File: config.mk
export PLATFORM = sky130hd
export DESIGN_NAME = phy_event_flags_and_status
export DESIGN_NICKNAME = d
export VERILOG_FILES = /design/src/design/phy_event_pkg.sv /design/src/design/energy_if.sv /design/src/design/energy_detect_timer.sv /design/src/design/phy_event_flags_and_status.sv
export VERILOG_INCLUDE_DIRS = /design/src /design/src/design
export SDC_FILE = /design/constraint.sdc
export NUM_CORES = 1
export LEC_CHECK = 0
export BUFFER_PORTS_ARGS = -buffer_cell sky130_fd_sc_hd__buf_2
export CAP_MARGIN = 20
export CORE_ASPECT_RATIO = 0.9
export CORE_UTILIZATION = 40
export DETAILED_ROUTE_END_ITERATION = 8
export HOLD_SLACK_MARGIN = 0.06
export PLACE_DENSITY = 0.67
export SLEW_MARGIN = 20
export SYNTH_ARGS = -nofsm -noshare
export SYNTH_HDL_FRONTEND = slang
export SYNTH_SLANG_ARGS = --single-unit
File: constraint.sdc
create_clock -name clk -period 2.76 [get_ports clk]
set_input_delay 0.276 -clock clk [delete_from_list [all_inputs] [get_ports clk]]
set_output_delay 0.276 -clock clk [all_outputs]
set_load 0.02 [all_outputs]
File: src/design/phy_event_cfg.svh
`ifndef PHY_EVENT_CFG_SVH
`define PHY_EVENT_CFG_SVH

// Management register indices
`define REG_SRC_FLAGS       5'h1D
`define REG_EN_MASK         5'h1E
`define REG_LINK_STATUS     5'h1F

// Station address answered on the management bus
`define PHY_ADDR_DEFAULT    5'h01

// Source flag bit positions
`define FLAG_ENERGY         3'h7
`define FLAG_NEG_DONE       3'h6
`define FLAG_REMOTE_FAULT   3'h5
`define FLAG_LINK_DOWN      3'h4
`define FLAG_PARTNER_ACK    3'h3
`define FLAG_PAR_FAULT      3'h2
`define FLAG_PAGE_RX        3'h1

// Reset values
`define MASK_RESET          8'h00
`define STATUS_RSV_RESET    7'h02

// Frame layout
`define PREAMBLE_LEN        6'h20
`define OP_READ             2'h2
`define OP_WRITE            2'h1
`define HDR_LAST            5'h0C
`define WDATA_LAST          5'h11
`define RDATA_BITS          5'h10

// Energy timeout
`define CLK_HZ              10000000
`define ENERGY_TIMEOUT_MS   256
`define ENERGY_TIMEOUT_CYC  (`ENERGY_TIMEOUT_MS * (`CLK_HZ / 1000))
`define ENERGY_CNT_W        22

`endif

File: src/design/phy_event_pkg.sv
package phy_event_pkg;

  // Management frame sequencer states
  typedef enum logic [4:0] {
    ST_IDLE  = 5'h01,
    ST_HDR   = 5'h02,
    ST_TA    = 5'h04,
    ST_RDATA = 5'h08,
    ST_WDATA = 5'h10
  } mdio_state_e;

  typedef logic [15:0] mgmt_word_t;
  typedef logic [7:0]  flag_vec_t;

endpackage

File: src/design/energy_if.sv
`timescale 1ns/1ps
interface energy_if;
  logic energy_seen;
  logic energy_present;
  logic energy_change;

  modport timer (
    input  energy_seen,
    output energy_present,
    output energy_change
  );

  modport user (
    output energy_seen,
    input  energy_present,
    input  energy_change
  );
endinterface

File: src/design/energy_detect_timer.sv
`timescale 1ns/1ps
`include "phy_event_cfg.svh"
module energy_detect_timer
  import phy_event_pkg::*;
#(
  parameter int unsigned TIMEOUT_CYC = `ENERGY_TIMEOUT_CYC
)(
  input wire logic       clk,
  input wire logic       srst,
  energy_if.timer        ei
);

  logic [`ENERGY_CNT_W-1:0] quiet_cnt_q;
  logic                     present_q;
  logic                     change_q;
  logic                     present_d;
  logic                     timeout;

  // Quiet line for the full window drops the indication
  assign timeout   = (quiet_cnt_q == `ENERGY_CNT_W'(TIMEOUT_CYC - 1));
  assign present_d = ei.energy_seen ? 1'b1 : (timeout ? 1'b0 : present_q);

  // Counter holds at the end so a dead line costs no power
  always_ff @(posedge clk)
  begin
    if (srst)
      quiet_cnt_q <= '0;
    else if (ei.energy_seen)
      quiet_cnt_q <= '0;
    else if (!timeout)
      quiet_cnt_q <= quiet_cnt_q + `ENERGY_CNT_W'(1);
  end

  // Presence starts high after reset; both edges report a change
  always_ff @(posedge clk)
  begin
    if (srst)
    begin
      present_q <= 1'b1;
      change_q  <= 1'b0;
    end
    else
    begin
      present_q <= present_d;
      change_q  <= present_d ^ present_q;
    end
  end

  assign ei.energy_present = present_q;
  assign ei.energy_change  = change_q;

endmodule

File: src/design/phy_event_flags_and_status.sv
// Function
// - Energy change sets flag bit 7
// - Negotiation completion sets flag bit 6
// - Partner remote fault sets flag bit 5
// - Link going down sets flag bit 4
// - Link-down flag reset follows line state
// - Partner acknowledge sets flag bit 3
// - Parallel detection fault sets flag bit 2
// - Page received sets flag bit 1
// - Flag bits 15-8 and 0 read zero
// - Mask bits 7-0 enable sources, reset zero
// - Status bit 12 shows negotiation done
// - Status bits 4-2 give speed and duplex
// - Registers answer five-bit address, default one
// - Energy drops after 256 ms quiet line
`timescale 1ns/1ps
`include "phy_event_cfg.svh"
module phy_event_flags_and_status
  import phy_event_pkg::*;
#(
  parameter int unsigned ENERGY_TIMEOUT_CYC = `ENERGY_TIMEOUT_CYC
)(
  input  wire logic       clk,
  input  wire logic       srst,
  input  wire logic       mdc,
  input  wire logic       mdio_in,
  output logic            mdio_out,
  output logic            mdio_oe,
  input  wire logic       line_energy_seen,
  input  wire logic       negotiation_done,
  input  wire logic       remote_fault,
  input  wire logic       link_up,
  input  wire logic       partner_ack,
  input  wire logic       parallel_detect_fault,
  input  wire logic       page_received,
  input  wire logic [2:0] resolved_speed_duplex,
  output logic            phy_irq
);

  energy_if e_if ();

  mdio_state_e state_q;
  logic [5:0]  pre_cnt_q;
  logic [4:0]  bit_cnt_q;
  logic [11:0] hdr_q;
  logic [4:0]  regad_q;
  mgmt_word_t  sh_q;
  logic        mdio_out_q;
  logic        mdio_oe_q;
  logic        mdc_q;
  logic        mdc_rise;
  logic [12:0] hdr_w;
  logic        hdr_last;
  logic        hdr_ok;
  logic        rd_go;
  logic        wr_go;
  logic        clr_src;
  mgmt_word_t  wr_word;
  mgmt_word_t  rd_word;
  flag_vec_t   flags_q;
  flag_vec_t   ev;
  logic [7:0]  mask_q;
  logic [6:0]  rsv_q;
  logic        an_q;
  logic        rf_q;
  logic        link_q;
  logic        irq_q;

  assign e_if.energy_seen = line_energy_seen;

  energy_detect_timer #(
    .TIMEOUT_CYC (ENERGY_TIMEOUT_CYC)
  ) u_energy (
    .clk  (clk),
    .srst (srst),
    .ei   (e_if)
  );

  // Management clock is sampled; only its rising edge moves the frame
  always_ff @(posedge clk)
  begin
    if (srst)
      mdc_q <= 1'b1;
    else
      mdc_q <= mdc;
  end

  assign mdc_rise = mdc & ~mdc_q;

  // Header word: start bit, opcode, station address, register index
  assign hdr_w    = {hdr_q, mdio_in};
  assign hdr_last = (state_q == ST_HDR) && (bit_cnt_q == `HDR_LAST);
  assign hdr_ok   = hdr_w[12] && (hdr_w[9:5] == `PHY_ADDR_DEFAULT);
  assign rd_go    = mdc_rise && hdr_last && hdr_ok && (hdr_w[11:10] == `OP_READ);
  assign clr_src  = rd_go && (hdr_w[4:0] == `REG_SRC_FLAGS);
  assign wr_go    = mdc_rise && (state_q == ST_WDATA) && (bit_cnt_q == `WDATA_LAST);
  assign wr_word  = {sh_q[14:0], mdio_in};

  // Frame sequencer; a frame for another station just drops to idle
  always_ff @(posedge clk)
  begin
    if (srst)
    begin
      state_q    <= ST_IDLE;
      pre_cnt_q  <= '0;
      bit_cnt_q  <= '0;
      hdr_q      <= '0;
      regad_q    <= '0;
      sh_q       <= '0;
      mdio_out_q <= 1'b0;
      mdio_oe_q  <= 1'b0;
    end
    else if (mdc_rise)
    begin
      unique case (state_q)
        ST_IDLE:
        begin
          if (mdio_in)
          begin
            if (pre_cnt_q != `PREAMBLE_LEN)
              pre_cnt_q <= pre_cnt_q + 6'h01;
          end
          else
          begin
            if (pre_cnt_q == `PREAMBLE_LEN)
            begin
              state_q   <= ST_HDR;
              bit_cnt_q <= '0;
            end
            pre_cnt_q <= '0;
          end
        end
        ST_HDR:
        begin
          hdr_q     <= hdr_w[11:0];
          bit_cnt_q <= bit_cnt_q + 5'h01;
          if (hdr_last)
          begin
            regad_q   <= hdr_w[4:0];
            bit_cnt_q <= '0;
            if (hdr_ok && hdr_w[11:10] == `OP_READ)
            begin
              state_q <= ST_TA;
              sh_q    <= rd_word;
            end
            else if (hdr_ok && hdr_w[11:10] == `OP_WRITE)
              state_q <= ST_WDATA;
            else
              state_q <= ST_IDLE;
          end
        end
        ST_TA:
        begin
          // Second turnaround bit is driven low by us
          mdio_oe_q  <= 1'b1;
          mdio_out_q <= 1'b0;
          state_q    <= ST_RDATA;
          bit_cnt_q  <= '0;
        end
        ST_RDATA:
        begin
          if (bit_cnt_q == `RDATA_BITS)
          begin
            mdio_oe_q  <= 1'b0;
            mdio_out_q <= 1'b0;
            state_q    <= ST_IDLE;
          end
          else
          begin
            mdio_out_q <= sh_q[15];
            sh_q       <= {sh_q[14:0], 1'b0};
            bit_cnt_q  <= bit_cnt_q + 5'h01;
          end
        end
        ST_WDATA:
        begin
          // Two turnaround bits then sixteen data bits
          sh_q <= wr_word;
          if (bit_cnt_q == `WDATA_LAST)
            state_q <= ST_IDLE;
          else
            bit_cnt_q <= bit_cnt_q + 5'h01;
        end
        default:
          state_q <= ST_IDLE;
      endcase
    end
  end

  // Read word is snapshotted at the end of the header
  always_comb
  begin
    unique case (hdr_w[4:0])
      `REG_SRC_FLAGS:   rd_word = {8'h00, flags_q[7:1], 1'b0};
      `REG_EN_MASK:     rd_word = {8'h00, mask_q};
      `REG_LINK_STATUS: rd_word = {3'h0, an_q, rsv_q, resolved_speed_duplex, 2'h0};
      default:          rd_word = 16'h0000;
    endcase
  end

  // Previous levels for edge events; link captured so reset makes no event
  always_ff @(posedge clk)
  begin
    if (srst)
    begin
      an_q   <= 1'b0;
      rf_q   <= 1'b0;
      link_q <= link_up;
    end
    else
    begin
      an_q   <= negotiation_done;
      rf_q   <= remote_fault;
      link_q <= link_up;
    end
  end

  // Event sources
  assign ev[`FLAG_ENERGY]       = e_if.energy_change;
  assign ev[`FLAG_NEG_DONE]     = negotiation_done & ~an_q;
  assign ev[`FLAG_REMOTE_FAULT] = remote_fault & ~rf_q;
  assign ev[`FLAG_LINK_DOWN]    = ~link_up & link_q;
  assign ev[`FLAG_PARTNER_ACK]  = partner_ack;
  assign ev[`FLAG_PAR_FAULT]    = parallel_detect_fault;
  assign ev[`FLAG_PAGE_RX]      = page_received;
  assign ev[0]                  = 1'b0;

  // Sticky flags: set beats the read clear so no event is lost; bit 0 never sets
  for (genvar i = 0; i < 8; i++)
  begin : g_flag
    always_ff @(posedge clk)
    begin
      if (srst)
        flags_q[i] <= (i == 4) ? ~link_up : 1'b0;
      else
        flags_q[i] <= ev[i] | (flags_q[i] & ~clr_src);
    end
  end

  // Writable fields; read-only ones never see wr_go
  always_ff @(posedge clk)
  begin
    if (srst)
    begin
      mask_q <= `MASK_RESET;
      rsv_q  <= `STATUS_RSV_RESET;
    end
    else if (wr_go)
    begin
      if (regad_q == `REG_EN_MASK)
        mask_q <= wr_word[7:0];
      if (regad_q == `REG_LINK_STATUS)
        rsv_q <= wr_word[11:5];
    end
  end

  // Registered request avoids glitches from the flag update
  always_ff @(posedge clk)
  begin
    if (srst)
      irq_q <= 1'b0;
    else
      irq_q <= |(flags_q & mask_q);
  end

  assign mdio_out = mdio_out_q;
  assign mdio_oe  = mdio_oe_q;
  assign phy_irq  = irq_q;

endmodule

==> metrics.txt <==
# H-tree levels 3; max_cap viols 0; total die area 12790 um^2; WP buf/inv 1; asr flop ratio synth 0%; Post-Synth Adder-Cell Area 1.521%; all-layer global routing usage 16.80%; initial antenna violation count 0; Worst Hold Slack 146.4 ps; Core ar. 12030 um^2; vias in the first global route 3736; Inserted Clock Buffers 9; Synth Area in XOR/XNOR 4.587%; DR iter-0 viols 251; Synth Area per Inst 9.194 um^2; number of vias per cell 5.523; mux share of post-synthesis cell area 6.513%; area grow syn2layout 9.706%; VDD IR-drop max 0.3073 mV; DRT Pass-1 Iters 5; Ports 17; die extent in x 119.1 um; actual slew at the worst max-slew pin 808.5 ps; largest cells by area after synthesis dfxtp_1, mux2i_1, nor2_1, xor2_1, a21oi_1; Synth top area share 41.76%; Avg WL per Cell 14.46 um; Lkg Pwr 2.005 nW; global route total overflow 0; Synth Area in Compound Gates 14.95%; share of cells above drive strength 1 13.26%; WP depth 6; CP peak stage delay 620 ps; Seq cells post-synth 103; CP max FO 19; hold worst-path end flags_q[3]$_SDFF_PP0_; multi-input logic area 2641 um^2; DRC 0; Reg area 2062 um^2; Via Count 3883; register area share after synthesis 41.76%; PwrDens 532.8 nW/um^2; antenna cells 0; Setup Viol. Count Final 0; Fmax 0.4439 GHz; Post-Syn Instances 537; Detailed Place HPWL 6875 um; Cell variety after synth 71; clock sinks 103; Tmin final 2253 ps; initial core utilization 41.04%; Synth Area in Simple Gates 25.92%; synthesized area 4937 um^2; final hold vios 0; CTS clk-pin slew, worst paths 70 ps; CP cell instances xnor2_2, or4_1, buf_4, and4_1, a21oi_1, a211oi_2; RD Place Congestion 0.8133; # port buffers 16; final worst path period share 81.63%; hold path start partner_ack; final setup TNS 0 ps; Most used DFF post-synth dfxtp_1; EDFF count, synth 0; HP Class primary input to flop; net count after synthesis 557; CTS tree done; Slew HR 45.69%; Critical R2R Capture sh_q[0]$_SDFFE_PP0P_; CP Capture Type flop; deepest clock path buffer count 2; Skew-Pair Late Insertion Delay 350 ps; Worst Skew 12.13 ps; WP data arrival 2470 ps; largest net degree at the start of global routing 31; Layout Nets 558; FF-to-FF path depth 6; CP required 2970 ps; CTS Root Cell clkbuf_16; Max Transition Viols Final 0; status completed; Worst R2R Start state_q[3]$_SDFFE_PP0P_; Fillers 1144; final WL 10160 um; CP delay by family, top simple AND/OR/NAND/NOR gates; Final ANT Viol Nets 0; largest family of logic cells by synthesized area simple AND/OR/NAND/NOR gates; reg2reg setup slack 510 ps; RSZ-0062 raised after global routing false; critical path class flop to flop; CP Launch Type flop; num rows 38; Synth Warn # 0; Hold Path Depth 3; global-route wire length before repair 17350 um; chip height 107.4 um; CTS resizes 0; Critical-path top delay cell dfxtp_1; largest area contributor in the netlist dfxtp_1
[routing by layer]
layer	up-vias	global-route usage (%)	part of all wire, %
met2	106	27.12	45
met1	1841	21.49	49
met3	12	4.131	4.6
met5	-	0	0
met4	0	6.691	1.3
li1	1924	-	-
[kinds of logic (layout without fill, tap and decap cells)]
group           count (synthesis)  after routing
compound gates                100            100
simple gates                  221            221
mux                            32             32
xor+xnor                       25             25
fa+ha+maj                       6              6
buf+inv                        50             56
flops                         103            103
[cell usage after synthesis, types with 3 or more instances]
cell type,n
or3_1,6
dfxtp_1,103
nor2_1,73
o21ai_0,19
nand3_1,28
xnor2_1,4
a311oi_1,6
a21o_1,3
nor4b_1,3
o2111ai_1,4
ha_1,6
inv_1,14
nand3b_1,3
xor2_1,20
a22oi_1,4
buf_2,7
and4_1,5
nand2_1,20
and3_1,9
nand2b_1,7
clkbuf_1,22
a21oi_1,31
nand4_1,19
o32ai_2,7
nor2b_1,9
and2_1,7
buf_6,3
mux2i_1,31
a31oi_1,4
or2_2,4
o211ai_1,4
[worst register-to-register path, stage by stage, from the launching register on]
cell	delay [ps]
dfxtp_1	620
xnor2_2	170
or4_1	600
buf_4	280
and4_1	210
a21oi_1	160
a211oi_2	90
[report_power, final]
group	internal [mW]	switching (mW)
Sequential	1.50	0.0100
Clock	0.738	0.561
Combinational	0.0268	0.0524
[metrics by stage]
step / std cells / setup WS, ps / util, % / instance area, um^2 / power (mW)
2_1_floorplan: 537 / 785.0 / - / 4937 / 1.592
3_5_place_dp: 686 / 537.2 / 42.40 / 5100 / 1.619
6_report: 703 / 507.0 / 45.03 / 5416 / 2.886
4_1_cts: 703 / 522.2 / 45.03 / 5416 / 2.922
3_3_place_gp: 686 / 517.4 / 42.40 / 5100 / 1.617
5_1_grt: 703 / 305.6 / 45.03 / 5416 / 2.981
[sequential cells by signal, indices dropped and copies added, names as in the netlist, 5 cells and up]
name                  flops
u_energy.quiet_cnt_q     22
sh_q                     16
hdr_q                    12
flags_q                   8
mask_q                    8
rsv_q                     7
pre_cnt_q                 6
bit_cnt_q                 5
regad_q                   5
state_q                   5
[how the worst max path moves through the flow]
stage / startpoint / to
6_report: state_q[3]$_SDFFE_PP0P_ / sh_q[0]$_SDFFE_PP0P_
5_1_grt: bit_cnt_q[0]$_SDFFE_PP0P_ / mask_q[3]$_SDFFE_PP0P_
4_1_cts: bit_cnt_q[0]$_SDFFE_PP0P_ / sh_q[4]$_SDFFE_PP0P_
3_5_place_dp: state_q[3]$_SDFFE_PP0P_ / sh_q[0]$_SDFFE_PP0P_
3_3_place_gp: state_q[3]$_SDFFE_PP0P_ / sh_q[0]$_SDFFE_PP0P_
2_1_floorplan: bit_cnt_q[0]$_SDFFE_PP0P_ / sh_q[13]$_SDFFE_PP0P_
[cell type report]
cell class	instances	area share, %
Clock buffer	11	4.481
Tap cell	160	3.696
Timing Repair Buffer	25	2.772
Sequential cell	103	38.07
Multi-Input combinational cell	384	48.76
Inverter	15	1.040
Clock inverter	5	1.178
[placed cells by master, fill, tap and decap left out, types with 3 or more instances in the layout]
master and instances:
and3_1 9, o21ai_0 19, inv_1 14, nor2_1 73
and4_1 5, nand3b_1 3, ha_1 6, buf_2 16
a31oi_1 4, o2111ai_1 4, o211ai_1 4, dfxtp_1 103
nor4b_1 3, or2_2 4, xor2_1 20, o32ai_2 7
or3_1 6, nand3_1 28, nand4_1 19, a21oi_1 31
mux2i_1 31, nor2b_1 9, and2_1 7, a22oi_1 4
buf_4 8, nand2b_1 7, clkbuf_16 9, a21o_1 3
a311oi_1 6, nand2_1 20, xnor2_1 4
[what timing repair did]
item,CTS,global route
buffers inserted,0,0
hold endpoints to repair,1,0
hold buffers,1,0
(Power assumes the default switching activity.)
